$ cat src/hw/afec_pkg.sv
/*
 * Constants for the optical front-end control register bank: register byte
 * offsets, implemented-bit masks, reset values, field positions and the
 * decoded coupling and bandwidth modes.
 * Assumes a 32-bit Avalon-MM data path with 8-bit registers in the low lane.
 */
package afec_pkg;

   localparam int ADDR_W = 8;
   localparam int DATA_W = 32;
   localparam int REG_W = 8;

   // byte offsets, one aligned word each
   localparam logic [ADDR_W-1:0] OFS_SWITCH_MODE = 8'h00;
   localparam logic [ADDR_W-1:0] OFS_FIRST_GAIN = 8'h04;
   localparam logic [ADDR_W-1:0] OFS_SECOND_GAIN = 8'h08;
   localparam logic [ADDR_W-1:0] OFS_AMP_ZERO_CTRL = 8'h0C;
   localparam logic [ADDR_W-1:0] OFS_AMP_ZERO_CAL = 8'h10;

   // implemented (writable) bits
   localparam logic [REG_W-1:0] MASK_SWITCH_MODE = 8'h7F;
   localparam logic [REG_W-1:0] MASK_FIRST_GAIN = 8'h3F;
   localparam logic [REG_W-1:0] MASK_SECOND_GAIN = 8'hFF;
   localparam logic [REG_W-1:0] MASK_AMP_ZERO_CTRL = 8'h43;
   localparam logic [REG_W-1:0] MASK_AMP_ZERO_CAL = 8'h80;

   localparam logic [REG_W-1:0] RST_SWITCH_MODE = 8'h00;
   localparam logic [REG_W-1:0] RST_FIRST_GAIN = 8'h00;
   localparam logic [REG_W-1:0] RST_SECOND_GAIN = 8'h00;
   localparam logic [REG_W-1:0] RST_AMP_ZERO_CTRL = 8'h00;
   localparam logic [REG_W-1:0] RST_AMP_ZERO_CAL = 8'h00;

   // field positions
   localparam int POS_SWITCH_ZERO = 0;
   localparam int POS_SWITCH_ONE = 1;
   localparam int POS_SWITCH_TWO = 2;
   localparam int POS_SWITCH_THREE = 3;
   localparam int POS_SWITCH_FOUR = 4;
   localparam int POS_COUPLING_LO = 5;
   localparam int POS_RESISTOR_CODE_LO = 0;
   localparam int RESISTOR_CODE_W = 6;
   localparam int POS_THIRD_CODE_LO = 6;
   localparam int THIRD_CODE_W = 2;
   localparam int POS_AMP_ENABLE = 6;
   localparam int POS_AMP_STATUS = 5;
   localparam int POS_BANDWIDTH_LO = 0;
   localparam int BANDWIDTH_W = 2;
   localparam int POS_CAL_MODE = 7;

   // resistor scaling in kilohm
   localparam int KOHM_PER_COUNT = 100;
   localparam int THIRD_KOHM_STEP = 10;
   localparam int KOHM_W = 13;

   typedef enum logic [1:0] {
      CPL_EXTERNAL_A = 2'b00,
      CPL_AC = 2'b01,
      CPL_EXTERNAL_B = 2'b10,
      CPL_DC = 2'b11
   } afec_coupling_t;

   typedef enum logic [1:0] {
      BW_5KHZ = 2'b00,
      BW_40KHZ = 2'b01,
      BW_600KHZ = 2'b10,
      BW_2MHZ = 2'b11
   } afec_bandwidth_t;

   typedef enum logic {
      BUS_IDLE = 1'b0,
      BUS_ACK = 1'b1
   } afec_bus_state_t;

endpackage

$ cat src/hw/afec_regbank.sv
/*
 * Control and status register bank for a two-amplifier optical sensing
 * front end: switch and coupling mode, two gain-resistor selections, the
 * first amplifier's enable, output status and bandwidth, and its
 * calibration-mode bit. Drives the analog switch, selector and enable lines.
 * Assumes an Avalon-MM master with waitrequest on I_REF_CLK, and an
 * amplifier output status that is already synchronous to I_REF_CLK.
 */
// Design decisions made here: the Avalon-MM register port and the address map.
`timescale 1ns/100ps

module afec_regbank
   import afec_pkg::*;
(
   input wire logic I_REF_CLK,
   input wire logic I_RESET,
   input wire logic [ADDR_W-1:0] i_AVS_ADDRESS,
   input wire logic i_AVS_READ,
   input wire logic i_AVS_WRITE,
   input wire logic [DATA_W-1:0] i_AVS_WRITEDATA,
   input wire logic [DATA_W/8-1:0] i_AVS_BYTEENABLE,
   output logic [DATA_W-1:0] o_AVS_READDATA,
   output logic o_AVS_WAITREQUEST,
   input wire logic i_AMP_ZERO_OUTPUT,
   output logic o_SWITCH_ZERO_ON,
   output logic o_SWITCH_ONE_ON,
   output logic o_SWITCH_TWO_ON,
   output logic o_SWITCH_THREE_ON,
   output logic o_SWITCH_FOUR_ON,
   output logic o_COUPLING_EXTERNAL,
   output logic o_COUPLING_AC,
   output logic o_COUPLING_DC,
   output logic [RESISTOR_CODE_W-1:0] o_FIRST_RESISTOR_CODE,
   output logic [RESISTOR_CODE_W-1:0] o_SECOND_RESISTOR_CODE,
   output logic [THIRD_CODE_W-1:0] o_THIRD_RESISTOR_CODE,
   output logic [KOHM_W-1:0] o_FIRST_RESISTOR_KOHM,
   output logic [KOHM_W-1:0] o_SECOND_RESISTOR_KOHM,
   output logic [KOHM_W-1:0] o_THIRD_RESISTOR_KOHM,
   output logic o_AMP_ZERO_ENABLE,
   output logic o_AMP_ZERO_CALIBRATION_MODE,
   output logic [BANDWIDTH_W-1:0] o_AMP_ZERO_BANDWIDTH_SELECT,
   output logic [3:0] o_AMP_ZERO_BANDWIDTH_ONEHOT
);

   afec_bus_state_t bus_state_q;
   afec_bus_state_t bus_state_d;
   logic req;
   logic commit;
   logic lane0_wr;
   logic wr_switch;
   logic wr_first;
   logic wr_second;
   logic wr_ctrl;
   logic wr_cal;
   logic [REG_W-1:0] switch_mode_ctrl;
   logic [REG_W-1:0] first_gain_select;
   logic [REG_W-1:0] second_gain_select;
   logic [REG_W-1:0] amp_zero_ctrl;
   logic [REG_W-1:0] amp_zero_cal;
   logic [REG_W-1:0] ctrl_status_view;
   logic [REG_W-1:0] rd_byte;
   logic [DATA_W-1:0] readdata_q;
   logic status_q;
   logic coupling_ext_q;
   logic coupling_ac_q;
   logic coupling_dc_q;
   logic [3:0] bw_onehot_q;
   logic [KOHM_W-1:0] first_kohm_q;
   logic [KOHM_W-1:0] second_kohm_q;
   logic [KOHM_W-1:0] third_kohm_q;
   afec_coupling_t coupling;
   afec_bandwidth_t bandwidth;
   logic cal_mode;

   // bus handshake: every request sees one wait cycle, then one ack cycle
   // fixed two-cycle access: no back-to-back, but no pipeline state
   assign req = i_AVS_READ | i_AVS_WRITE;
   assign commit = (bus_state_q == BUS_ACK) & i_AVS_WRITE;
   assign lane0_wr = commit & i_AVS_BYTEENABLE[0];

   always_comb begin
      bus_state_d = bus_state_q;
      case (bus_state_q)
         BUS_IDLE: begin
            if (req) begin
               bus_state_d = BUS_ACK;
            end
         end
         BUS_ACK: begin
            bus_state_d = BUS_IDLE;
         end
         default: begin
            bus_state_d = BUS_IDLE;
         end
      endcase
   end

   always_ff @(posedge I_REF_CLK or posedge I_RESET) begin
      if (I_RESET) begin
         bus_state_q <= BUS_IDLE;
      end else begin
         bus_state_q <= bus_state_d;
      end
   end

   // waitrequest is high whenever no ack is due, so it is a flop output
   always_ff @(posedge I_REF_CLK or posedge I_RESET) begin
      if (I_RESET) begin
         o_AVS_WAITREQUEST <= 1'b1;
      end else begin
         o_AVS_WAITREQUEST <= ~((bus_state_q == BUS_IDLE) & req);
      end
   end

   // write decode; an unmapped or misaligned address stores nothing
   // lane 0 only: the upper byte lanes hold no register bits
   always_comb begin
      wr_switch = 1'b0;
      wr_first = 1'b0;
      wr_second = 1'b0;
      wr_ctrl = 1'b0;
      wr_cal = 1'b0;
      if (!lane0_wr) begin
         wr_switch = 1'b0;
      end else if (i_AVS_ADDRESS == OFS_SWITCH_MODE) begin
         wr_switch = 1'b1;
      end else if (i_AVS_ADDRESS == OFS_FIRST_GAIN) begin
         wr_first = 1'b1;
      end else if (i_AVS_ADDRESS == OFS_SECOND_GAIN) begin
         wr_second = 1'b1;
      end else if (i_AVS_ADDRESS == OFS_AMP_ZERO_CTRL) begin
         wr_ctrl = 1'b1;
      end else if (i_AVS_ADDRESS == OFS_AMP_ZERO_CAL) begin
         wr_cal = 1'b1;
      end
   end

   // bit 7 absent; bits 6:0 are switches and coupling field
   afec_field_reg #(
      .WIDTH(REG_W),
      .MASK(MASK_SWITCH_MODE),
      .RST(RST_SWITCH_MODE)
   ) u_switch_mode_ctrl (
      .i_ref_clk(I_REF_CLK),
      .i_reset(I_RESET),
      .i_wr_en(wr_switch),
      .i_wr_data(i_AVS_WRITEDATA[REG_W-1:0]),
      .o_value(switch_mode_ctrl)
   );

   // six-bit code, bits 7:6 read zero
   afec_field_reg #(
      .WIDTH(REG_W),
      .MASK(MASK_FIRST_GAIN),
      .RST(RST_FIRST_GAIN)
   ) u_first_gain_select (
      .i_ref_clk(I_REF_CLK),
      .i_reset(I_RESET),
      .i_wr_en(wr_first),
      .i_wr_data(i_AVS_WRITEDATA[REG_W-1:0]),
      .o_value(first_gain_select)
   );

   // third code in 7:6, second code in 5:0
   afec_field_reg #(
      .WIDTH(REG_W),
      .MASK(MASK_SECOND_GAIN),
      .RST(RST_SECOND_GAIN)
   ) u_second_gain_select (
      .i_ref_clk(I_REF_CLK),
      .i_reset(I_RESET),
      .i_wr_en(wr_second),
      .i_wr_data(i_AVS_WRITEDATA[REG_W-1:0]),
      .o_value(second_gain_select)
   );

   // status bit 5 is not in the mask, so writes to it vanish
   afec_field_reg #(
      .WIDTH(REG_W),
      .MASK(MASK_AMP_ZERO_CTRL),
      .RST(RST_AMP_ZERO_CTRL)
   ) u_amp_zero_ctrl (
      .i_ref_clk(I_REF_CLK),
      .i_reset(I_RESET),
      .i_wr_en(wr_ctrl),
      .i_wr_data(i_AVS_WRITEDATA[REG_W-1:0]),
      .o_value(amp_zero_ctrl)
   );

   // only the calibration-mode bit is held here
   afec_field_reg #(
      .WIDTH(REG_W),
      .MASK(MASK_AMP_ZERO_CAL),
      .RST(RST_AMP_ZERO_CAL)
   ) u_amp_zero_cal (
      .i_ref_clk(I_REF_CLK),
      .i_reset(I_RESET),
      .i_wr_en(wr_cal),
      .i_wr_data(i_AVS_WRITEDATA[REG_W-1:0]),
      .o_value(amp_zero_cal)
   );

   // field views of the stored bytes
   assign cal_mode = amp_zero_cal[POS_CAL_MODE];
   assign coupling =
      afec_coupling_t'(switch_mode_ctrl[POS_COUPLING_LO +: $bits(afec_coupling_t)]);
   assign bandwidth = afec_bandwidth_t'(amp_zero_ctrl[POS_BANDWIDTH_LO +: BANDWIDTH_W]);

   // status follows the amplifier only in calibration, else held low
   // one-clock lag, harmless next to software polling
   always_ff @(posedge I_REF_CLK or posedge I_RESET) begin
      if (I_RESET) begin
         status_q <= 1'b0;
      end else if (cal_mode) begin
         status_q <= i_AMP_ZERO_OUTPUT;
      end else begin
         status_q <= 1'b0;
      end
   end

   // status overlays the unstored bit 5 on reads
   always_comb begin
      ctrl_status_view = amp_zero_ctrl;
      ctrl_status_view[POS_AMP_STATUS] = status_q;
   end

   // read mux; unmapped addresses answer zero rather than stalling
   always_comb begin
      rd_byte = '0;
      if (i_AVS_ADDRESS == OFS_SWITCH_MODE) begin
         rd_byte = switch_mode_ctrl;
      end else if (i_AVS_ADDRESS == OFS_FIRST_GAIN) begin
         rd_byte = first_gain_select;
      end else if (i_AVS_ADDRESS == OFS_SECOND_GAIN) begin
         rd_byte = second_gain_select;
      end else if (i_AVS_ADDRESS == OFS_AMP_ZERO_CTRL) begin
         rd_byte = ctrl_status_view;
      end else if (i_AVS_ADDRESS == OFS_AMP_ZERO_CAL) begin
         rd_byte = amp_zero_cal;
      end
   end

   // sampled in the wait cycle, shown through the ack cycle and after
   // held until the next read, so a late sampler still sees it
   always_ff @(posedge I_REF_CLK or posedge I_RESET) begin
      if (I_RESET) begin
         readdata_q <= '0;
      end else if ((bus_state_q == BUS_IDLE) & i_AVS_READ) begin
         readdata_q <= {{(DATA_W-REG_W){1'b0}}, rd_byte};
      end
   end

   assign o_AVS_READDATA = readdata_q;

   // coupling decode; both external codes mean the same mode
   // registered so the switch drivers never see a decode glitch
   always_ff @(posedge I_REF_CLK or posedge I_RESET) begin
      if (I_RESET) begin
         coupling_ext_q <= 1'b1;
         coupling_ac_q <= 1'b0;
         coupling_dc_q <= 1'b0;
      end else begin
         coupling_ext_q <= (coupling == CPL_EXTERNAL_A) | (coupling == CPL_EXTERNAL_B);
         coupling_ac_q <= (coupling == CPL_AC);
         coupling_dc_q <= (coupling == CPL_DC);
      end
   end

   // bandwidth one-hot: bit0 5k, bit1 40k, bit2 600k, bit3 2M
   // one-hot so each bias leg gets its own enable line
   always_ff @(posedge I_REF_CLK or posedge I_RESET) begin
      if (I_RESET) begin
         bw_onehot_q <= 4'h1;
      end else begin
         case (bandwidth)
            BW_5KHZ: bw_onehot_q <= 4'h1;
            BW_40KHZ: bw_onehot_q <= 4'h2;
            BW_600KHZ: bw_onehot_q <= 4'h4;
            BW_2MHZ: bw_onehot_q <= 4'h8;
            default: bw_onehot_q <= 4'h1;
         endcase
      end
   end

   // nominal values for trim logic; code zero is a nonzero resistor in
   // silicon, so a zero kilohm figure means "minimum", not a short
   always_ff @(posedge I_REF_CLK or posedge I_RESET) begin
      if (I_RESET) begin
         first_kohm_q <= '0;
         second_kohm_q <= '0;
         third_kohm_q <= KOHM_W'(THIRD_KOHM_STEP);
      end else begin
         first_kohm_q <= KOHM_W'(KOHM_PER_COUNT)
            * KOHM_W'(first_gain_select[POS_RESISTOR_CODE_LO +: RESISTOR_CODE_W]);
         second_kohm_q <= KOHM_W'(KOHM_PER_COUNT)
            * KOHM_W'(second_gain_select[POS_RESISTOR_CODE_LO +: RESISTOR_CODE_W]);
         third_kohm_q <= KOHM_W'(THIRD_KOHM_STEP)
            * (KOHM_W'(second_gain_select[POS_THIRD_CODE_LO +: THIRD_CODE_W]) + KOHM_W'(1));
      end
   end

   // switch one is not interlocked against DC coupling: software owns that
   // choice, and a hidden override would make readback lie
   assign o_SWITCH_ZERO_ON = switch_mode_ctrl[POS_SWITCH_ZERO];
   assign o_SWITCH_ONE_ON = switch_mode_ctrl[POS_SWITCH_ONE];
   assign o_SWITCH_TWO_ON = switch_mode_ctrl[POS_SWITCH_TWO];
   assign o_SWITCH_THREE_ON = switch_mode_ctrl[POS_SWITCH_THREE];
   assign o_SWITCH_FOUR_ON = switch_mode_ctrl[POS_SWITCH_FOUR];
   assign o_COUPLING_EXTERNAL = coupling_ext_q;
   assign o_COUPLING_AC = coupling_ac_q;
   assign o_COUPLING_DC = coupling_dc_q;
   assign o_FIRST_RESISTOR_CODE = first_gain_select[POS_RESISTOR_CODE_LO +: RESISTOR_CODE_W];
   assign o_SECOND_RESISTOR_CODE = second_gain_select[POS_RESISTOR_CODE_LO +: RESISTOR_CODE_W];
   assign o_THIRD_RESISTOR_CODE = second_gain_select[POS_THIRD_CODE_LO +: THIRD_CODE_W];
   assign o_FIRST_RESISTOR_KOHM = first_kohm_q;
   assign o_SECOND_RESISTOR_KOHM = second_kohm_q;
   assign o_THIRD_RESISTOR_KOHM = third_kohm_q;
   assign o_AMP_ZERO_ENABLE = amp_zero_ctrl[POS_AMP_ENABLE];
   assign o_AMP_ZERO_CALIBRATION_MODE = cal_mode;
   assign o_AMP_ZERO_BANDWIDTH_SELECT = amp_zero_ctrl[POS_BANDWIDTH_LO +: BANDWIDTH_W];
   assign o_AMP_ZERO_BANDWIDTH_ONEHOT = bw_onehot_q;

endmodule

$ cat src/hw/afec_field_reg.sv
/*
 * One software register of the bank: only the bits in the mask hold state,
 * the others are constant zero.
 * Assumes the caller qualifies the write strobe with address and lane.
 */
`timescale 1ns/100ps
module afec_field_reg #(
   parameter int WIDTH = 8,
   parameter logic [WIDTH-1:0] MASK = '1,
   parameter logic [WIDTH-1:0] RST = '0
) (
   input wire logic i_ref_clk,
   input wire logic i_reset,
   input wire logic i_wr_en,
   input wire logic [WIDTH-1:0] i_wr_data,
   output logic [WIDTH-1:0] o_value
);

   logic [WIDTH-1:0] value_q;

   // masked bits never take a 1, so they always read back zero
   always_ff @(posedge i_ref_clk or posedge i_reset) begin
      if (i_reset) begin
         value_q <= RST & MASK;
      end else if (i_wr_en) begin
         value_q <= i_wr_data & MASK;
      end
   end

   assign o_value = value_q;

endmodule

$ cat config.mk
export PLATFORM = sky130hd
export DESIGN_NAME = afec_regbank
export DESIGN_NICKNAME = d
export VERILOG_FILES = /design/src/hw/afec_pkg.sv /design/src/hw/afec_regbank.sv /design/src/hw/afec_field_reg.sv
export SDC_FILE = /design/constraint.sdc
export NUM_CORES = 1
export LEC_CHECK = 0
export BUFFER_PORTS_ARGS = -buffer_cell sky130_fd_sc_hd__buf_2
export CAP_MARGIN = 20
export CORE_ASPECT_RATIO = 1.5
export CORE_UTILIZATION = 45
export CTS_BUF_LIST = sky130_fd_sc_hd__clkbuf_8
export CTS_CLUSTER_DIAMETER = 30
export DETAILED_ROUTE_END_ITERATION = 7
export PLACE_DENSITY = 0.73
export SYNTH_ARGS = -nofsm -noshare
export SYNTH_HDL_FRONTEND = slang
export SYNTH_HIERARCHICAL = 1
export SYNTH_SLANG_ARGS = --single-unit
export TNS_END_PERCENT = 1
$ cat constraint.sdc
create_clock -name I_REF_CLK -period 6.57 [get_ports I_REF_CLK]
set_clock_uncertainty 0.2 [all_clocks]
set_input_delay 0.657 -clock I_REF_CLK [delete_from_list [all_inputs] [get_ports I_REF_CLK]]
set_output_delay 0.657 -clock I_REF_CLK [all_outputs]
set_load 0.05 [all_outputs]
==> flow_metrics.tcl, run 1 <==
set metrics [dict create \
    status "complete, no violations" \
    ios 151 \
    fmax_mhz 346 \
    firstDrtPassIters 5 \
    num_antenna_cells 0 \
    postCtsSetupBuffers 0 \
    drtIter0Drc 119 \
    path_clk_slew_ps 80 \
    first_global_vias 2858 \
    cts_tree "built" \
    required_ps 6610 \
    fin_util 0.523 \
    clk_latency_ps 370 \
    route.detailed.drc 0 \
    rows 43 \
    clkSinkCount 70 \
    cap_violations 0 \
    viasPerCell 5.03 \
    track_usage 0.192 \
    grt_pass1_wl_um 13800 \
    via_count 2841 \
    synth.avg_cell_area_um2 11.8 \
    end_kind "flip-flop" \
    clockRootBuffer "clkbuf_8" \
    num-nets-final 545 \
    die_x_um 81.5 \
    multi_input_area_um2 2100 \
    antenna_found_initial 0 \
    gp_congestion 0.830 \
    min_period_ps 2890 \
    fp.dieArea_um2 9870 \
    regArea_um2 1760 \
    wl_um 8520 \
    crit_arrival_ps 2930 \
    tns_ps 0 \
    grt_max_degree 46 \
    yosys_warnings 6 \
    drive_gt1_frac 0.340 \
    worstMarginPinSlew_ps 912 \
    cts_buffers 9 \
    dpl_worst_slack_ps 3700 \
    die_h_um 121 \
    final.fill_count 847 \
    critPathLaunchType "flip-flop" \
    initial_utilization 0.463 \
    htreeDepth 3 \
    clock_path_buffers 2 \
    slew_viol_final 0 \
    rsz0062_at_grt "false" \
    crit_fanout 6 \
    leakage_nw 2.82 \
    relSlewSlack 0.390 \
    syn-instance-count 360 \
    dp_hpwl_um 6550 \
    core_um2 9200 \
    hold_violations 0 \
    setup.worst_path.class "reg2reg" \
    fin_crit_sh 0.440 \
    netlist_area_um2 4260 \
    wl_per_cell_um 15.1 \
    power.density_nw_per_um2 204 \
    fin_ws_ps 3680 \
    hold_path.class "in2reg" \
    grt_overflow 0 \
    setup_viol 0 \
    numPortBuffers 88 \
    ir_drop_mv 0.124 \
    area_delta_synth_final_pct 12.8 \
    ant_nets 0 \
]
## placed cells by master (no fill, tap or decap), types with 4 or more instances in the layout
master / instances
nand2_1: 10
a222oi_1: 7
inv_1: 24
mux2_2: 6
and2_1: 4
o21ai_0: 7
clkbuf_8: 9
conb_1: 49
a21oi_1: 4
dfrtp_1: 65
nor2_1: 15
dfstp_2: 5
o41ai_1: 4
nor2b_1: 5
xnor2_1: 4
mux2_4: 26
nand2b_1: 11
buf_2: 88
nor3b_1: 8
o41ai_2: 4
ha_1: 46
## per-layer routing
layer,track usage,part of all wire,vias to the layer above
met2,0.330,0.54,114
li1,-,-,1337
met3,0.0414,0.052,29
met1,0.202,0.37,1361
met4,0.129,0.038,0
met5,0,0,-
## through the flow
stage | total power [mW] | std cells | area (um2) | hold WS [ps]
finish | 0.982 | 565 | 4810 | 280
global route | 1.02 | 565 | 4810 | 291
CTS | 0.991 | 564 | 4790 | 265
detailed placement | 0.591 | 547 | 4550 | 267
global placement | 0.588 | 547 | 4550 | 260
floorplan | 0.587 | 404 | 4430 | 186
## worst paths after layout
check	from	to	slack, ps	cells past startpoint
max	u_second_gain_select/o_value[1]	o_SECOND_RESISTOR_KOHM[12]	3680	7
min	i_AVS_WRITE	o_AVS_WAITREQUEST	280	2
max reg2reg	u_second_gain_select/o_value[1]	o_SECOND_RESISTOR_KOHM[12]	3680	7
min reg2reg	o_AVS_READDATA[2]	o_AVS_READDATA[2]	290	2
max in group asynchronous	I_RESET	o_AVS_WAITREQUEST	4980	4
min in group asynchronous	I_RESET	u_amp_zero_cal/o_value[7]	540	3
## critical path: stages (launching register included)
cell	delay [ps]
dfrtp_1	470
ha_1	330
ha_1	320
ha_1	320
fa_1	500
a211oi_1	350
nor3_1	100
nand4b_1	170
## state kept, by name, indices dropped and copies added, names as in the netlist, 3 cells and up
| name | cells |
|---|---|
| o_THIRD_RESISTOR_KOHM | 5 |
| o_AMP_ZERO_BANDWIDTH_ONEHOT | 4 |
| o_SECOND_RESISTOR_KOHM | 11 |
| u_second_gain_select/o_value | 8 |
| o_AVS_READDATA | 8 |
| u_amp_zero_ctrl/o_value | 3 |
| u_first_gain_select/o_value | 6 |
| u_switch_mode_ctrl/o_value | 7 |
| o_FIRST_RESISTOR_KOHM | 11 |
## layout make-up
type,count,share of cell area
Clock buffer,9,0.0258
Clock inverter,7,0.0213
Inverter,25,0.0195
Multi-Input combinational cell,250,0.438
Sequential cell,70,0.366
Tap cell,112,0.0292
Timing Repair Buffer,92,0.101
## timing repair
action | 4_1_cts | 5_1_grt
resized for setup | 0 | 0
endpoints found under the hold margin | 4 | 0
hold buffers | 1 | 0
## where the power goes
part,switching (mW),internal (mW)
Clock,0.181,0.218
Sequential,0.00557,0.439
Combinational,0.109,0.0286
Power figures use the tool's default switching activity.
==> inputs of run 2 (changes only) <==
- ABC_AREA: default -> 1
- PLACE_DENSITY: 0.73 -> 0.76
- clock period: 6.57 -> 2.6 ns (I/O delays scaled with it)
==> flow_metrics.tcl, run 2 <==
set metrics [dict create \
    status "complete, no violations" \
    layout_common_cells "nand2_1, buf_2, dfrtp_1" \
    whs_ps 180 \
    fp.dieArea_um2 9750 \
    cpPeakStageDelay_ps 420 \
    relSlewSlack 0.380 \
    via_count 3356 \
    yosys_warnings 6 \
    clock_path_buffers 2 \
    clkSinkCount 70 \
    power.density_nw_per_um2 498 \
    gp_congestion 0.862 \
    crit_fanout 4 \
    end_kind "flip-flop" \
    ios 151 \
    clockRootBuffer "clkbuf_8" \
    drive_gt1_frac 0.271 \
    ir_drop_mv 0.362 \
    dp_hpwl_um 6910 \
    grt_overflow 0 \
    wl_um 9050 \
    ant_nets 0 \
    min_period_ps 2550 \
    grt_pass1_wl_um 14600 \
    netlist_area_um2 4210 \
    setup.worst_path.class "reg2reg" \
    firstDrtPassIters 4 \
    hold_violations 0 \
    cts_buffers 9 \
    postCtsSetupBuffers 0 \
    first_global_vias 3318 \
    initial_utilization 0.471 \
    setup_viol 0 \
    fin_crit_sh 0.980 \
    hold_path.class "in2async" \
    worstMarginPinSlew_ps 929 \
    rows 42 \
    rsz0062_at_grt "true" \
    syn-instance-count 480 \
    slew_viol_final 0 \
    clk_latency_ps 340 \
    wl_per_cell_um 12.8 \
    drtIter0Drc 99 \
    leakage_nw 3.21 \
    die_x_um 81.0 \
    synth.avg_cell_area_um2 8.77 \
    htreeDepth 3 \
    grt_max_degree 46 \
    path_clk_slew_ps 70 \
    core_um2 8930 \
    cpMaxStageDelayCell "dfrtp_2" \
    num-nets-final 689 \
    route.detailed.drc 0 \
    cts_tree "built" \
    numPortBuffers 88 \
    viasPerCell 4.75 \
    antenna_found_initial 0 \
    fmax_mhz 392 \
    crit_chain "ha_1, ha_1, ha_1, ha_4, inv_1, o21bai_1, nand2_1, nand3_1, xor2_1" \
    die_h_um 120 \
    required_ps 2660 \
    num_antenna_cells 0 \
    crit_path_frequent_cell "ha_1" \
    area_delta_synth_final_pct 20.4 \
    finalPower_mw 2.52 \
    critPathLaunchType "flip-flop" \
    tns_ps 0 \
    crit_arrival_ps 2610 \
    final_common_cell "nand2_1" \
    track_usage 0.198 \
    cap_violations 0 \
]
[run 2: worst max-delay path: cells and delay by family (launching register included)]
family / cells / cell delay [ps]
flops: 1 / 420
simple gates: 2 / 190
buf+inv: 1 / 60
xor+xnor: 1 / 140
compound gates: 1 / 210
fa+ha+maj: 4 / 1260
[run 2: where the power goes]
part	internal [mW]	total (mW)	switching, mW
clock network	0.655	1.04	0.389
logic	0.0722	0.356	0.283
registers	1.11	1.12	0.0115
total	1.84	2.52	0.684
[run 2: stage by stage]
stage                     cell area [um2]  instances   util  worst slack [ps]
after floorplan                      4390        524      -             -14.1
after detailed placement             4630        679  0.518             -7.83
after global routing                 5070        707  0.567             -53.3
after global placement               4630        679  0.518              48.2
final                                5070        707  0.567              51.5
after CTS                            4990        707  0.559              27.9
[run 2: worst paths after layout]
kind,from,end,slack (ps),cells after the start
max,u_first_gain_select/o_value[3],o_FIRST_RESISTOR_KOHM[12],50,9
min,I_RESET,u_amp_zero_cal/o_value[7],180,3
max reg2reg,u_first_gain_select/o_value[3],o_FIRST_RESISTOR_KOHM[12],50,9
min reg2reg,u_first_gain_select/o_value[2],o_FIRST_RESISTOR_KOHM[4],260,0
max in group asynchronous,I_RESET,status_q,1060,3
min in group I_REF_CLK,i_AVS_READ,o_AVS_READDATA[7],200,6
[run 2: repair_timing]
item | CTS | global route
hold buffers | 12 | 0
pin swaps | 0 | 1
gates resized for setup | 1 | 9
setup endpoints to repair | 1 | 8
endpoints found under the hold margin | 46 | 0
[run 2: cell type report]
| cell class | count | area [um2] |
|---|---|---|
| Clock buffer | 10 | 138 |
| Clock inverter | 6 | 103 |
| Fill cell | 809 | 3870 |
| Inverter | 59 | 221 |
| Multi-Input combinational cell | 341 | 2050 |
| Sequential cell | 70 | 1770 |
| Tap cell | 110 | 138 |
| Timing Repair Buffer | 111 | 643 |
[run 2: metal layers]
layer | global-route usage | part of all wire | up-vias
met5 | 0 | 0 | -
met4 | 0.110 | 0.033 | 0
met3 | 0.0279 | 0.047 | 22
met2 | 0.360 | 0.53 | 122
met1 | 0.213 | 0.39 | 1574
li1 | - | - | 1638
==> inputs of run 3 (changes only) <==
- PLACE_DENSITY: 0.76 -> 0.77
- SYNTH_HIERARCHICAL: 1 -> default
==> flow_metrics.tcl, run 3 <==
set metrics [dict create \
    min_to "u_switch_mode_ctrl.o_value[0]" \
    drive_gt1_frac 0.305 \
    drtIter0Drc 107 \
    ys_types 33 \
    leakage_nw 2.62 \
    track_usage 0.194 \
    rows 41 \
    critPathLaunchType "flip-flop" \
    fmax_mhz 401 \
    synth_top_area_cell "dfrtp_1" \
    slew_viol_final 0 \
    synth_edf_count 0 \
    cpMaxStageDelayCell "dfrtp_2" \
    netlist.area_leader.share 0.415 \
    min_path_cells 3 \
    hold_violations 0 \
    relSlewSlack 0.504 \
    ant_nets 0 \
    htreeDepth 3 \
    hold_path.class "in2reg" \
    crit_chain "ha_1, ha_1, ha_1, fa_2, nand4_1, nand3_1, xor2_1" \
    clk_latency_ps 350 \
    clock_path_buffers 2 \
    cts_buffers 9 \
    dpl_worst_slack_ps 5.64 \
    synth.avg_cell_area_um2 9.47 \
    wl_per_cell_um 13.5 \
    first_global_vias 2879 \
    route.detailed.drc 0 \
    required_ps 2630 \
    crit_fanout 6 \
    grt_overflow 0 \
    crit_arrival_ps 2520 \
    grt_max_degree 31 \
    synthArstFlopShare 1.00 \
    numPortBuffers 88 \
    crit_path_frequent_cell "ha_1" \
    syn-instance-count 414 \
    seq_area_frac_synth 0.448 \
    clkSinkCount 70 \
    reg2reg_slack_ps 110 \
    r2r_start "u_second_gain_select.o_value[2]" \
    path_clk_slew_ps 70 \
    rsz0062_at_grt "true" \
    setup_viol 0 \
    min_period_ps 2490 \
    clockRootBuffer "clkbuf_8" \
    area_delta_synth_final_pct 23.2 \
    worstHoldStart "i_AVS_WRITEDATA[0]" \
    tns_ps 0 \
    final_common_cell "nand2_1" \
    grt_pass1_wl_um 13200 \
    via_count 3108 \
    cpPeakStageDelay_ps 450 \
    die_x_um 78.2 \
    core_um2 8410 \
    die_h_um 116 \
    viasPerCell 4.85 \
    cts_tree "built" \
    fin_ws_ps 109 \
    yosys_warnings 0 \
    ys.flop_type "dfrtp_1" \
    wl_um 8660 \
    synthMostInstantiatedCell "nand2_1" \
    rr_worst_depth 7 \
    r2r_end "o_SECOND_RESISTOR_KOHM[12]" \
    synth_seq_cells 70 \
    num-nets-final 626 \
    worstMarginPinSlew_ps 742 \
    power.density_nw_per_um2 581 \
    dp_hpwl_um 6580 \
    ios 151 \
    num_antenna_cells 0 \
    fin_crit_sh 0.958 \
    antenna_found_initial 0 \
    ir_drop_mv 0.257 \
    synthTopCellsByArea "dfrtp_1, ha_1, nand2_1, buf_4, inv_1" \
    gp_congestion 0.879 \
    layout_common_cells "nand2_1, buf_2, dfrtp_1" \
    setup.worst_path.class "reg2reg" \
    initial_utilization 0.466 \
    fp.dieArea_um2 9100 \
    end_kind "flip-flop" \
    synth_commonest_cells "nand2_1, dfrtp_1, ha_1" \
    netlist_area_um2 3920 \
    firstDrtPassIters 4 \
    status "complete, no violations" \
    fin_util 0.574 \
    cap_violations 0 \
]
[run 3: cell types whose count changed in the layout (fill, tap and decap cells not counted), moves of 3 or more]
cell,before,now
nor2_1,10,17
o21bai_1,9,1
o21ai_0,1,15
inv_2,12,2
a21oi_1,5,8
nor3_1,0,4
dlygate4sd3_1,12,8
nand3_1,46,31
nand2_1,137,90
buf_4,11,14
inv_1,49,45
conb_1,49,35
[run 3: area by class of cell]
class                      count  area, um2
timing repair buffer         110        626
clock inverter                 6       77.6
fill                         726       3580
multi-input combinational    291       1910
sequential                    70       1770
clock buffer                  10        138
tap                          107        134
inverter                      47        179
[run 3: cell families after synthesis]
family,share of synthesized area
buf+inv,0.124
other cells,0.000957
xor+xnor,0.0268
fa+ha+maj,0.157
simple gates,0.199
flops,0.448
compound gates,0.0440
[run 3: worst max-delay path by stage]
stage	startpoint	endpoint	slack [ps]	cells past startpoint
4_1_cts	u_second_gain_select.o_value[3]	o_SECOND_RESISTOR_KOHM[12]	6	9
5_1_grt	u_second_gain_select.o_value[3]	o_SECOND_RESISTOR_KOHM[12]	-20	9
2_1_floorplan	u_second_gain_select.o_value[3]	o_SECOND_RESISTOR_KOHM[11]	-50	9
3_3_place_gp	u_first_gain_select.o_value[1]	o_FIRST_RESISTOR_KOHM[12]	70	9
6_report	u_second_gain_select.o_value[2]	o_SECOND_RESISTOR_KOHM[12]	110	7
3_5_place_dp	u_first_gain_select.o_value[1]	o_FIRST_RESISTOR_KOHM[12]	6	9
[run 3: critical path, delay by kind of cell, from the launching register on]
kind	cells	cell delay, ps
and+or+nand+nor	2	210
DFF	1	450
xor gates and xnor gates	1	150
adders and majority gates	4	1350
[run 3: per-stage QoR]
stage          total power, mW  cells  hold slack [ps]  cell area, um2
2_1_floorplan             1.75    448              160            4060
3_3_place_gp              1.83    613              160            4400
3_5_place_dp              1.85    613              162            4400
4_1_cts                   2.81    637             5.64            4710
5_1_grt                   2.93    641             21.9            4830
6_report                  2.81    641             23.8            4830
[run 3: metal layers]
| metal | up-vias | wire length, um | global-route usage |
|---|---|---|---|
| met2 | 109 | 4690 | 0.363 |
| met3 | 18 | 436 | 0.0461 |
| met1 | 1483 | 3290 | 0.199 |
| li1 | 1498 | - | - |
| met4 | 0 | 245 | 0.0988 |
| met5 | - | 0 | 0 |
[run 3: timing repair]
item,CTS,global route
endpoints found under the hold margin,42,0
endpoints found under the setup margin,1,8
hold buffers,8,0
pin swaps,0,2
setup buffers,0,4
gates resized for setup,2,11
cloned,0,0
[run 3: power breakdown]
group	internal [mW]	leakage [nW]	switching, mW
sequential	1.15	0.780	0.0245
combinational	0.158	1.73	0.523
clock	0.556	0.119	0.392
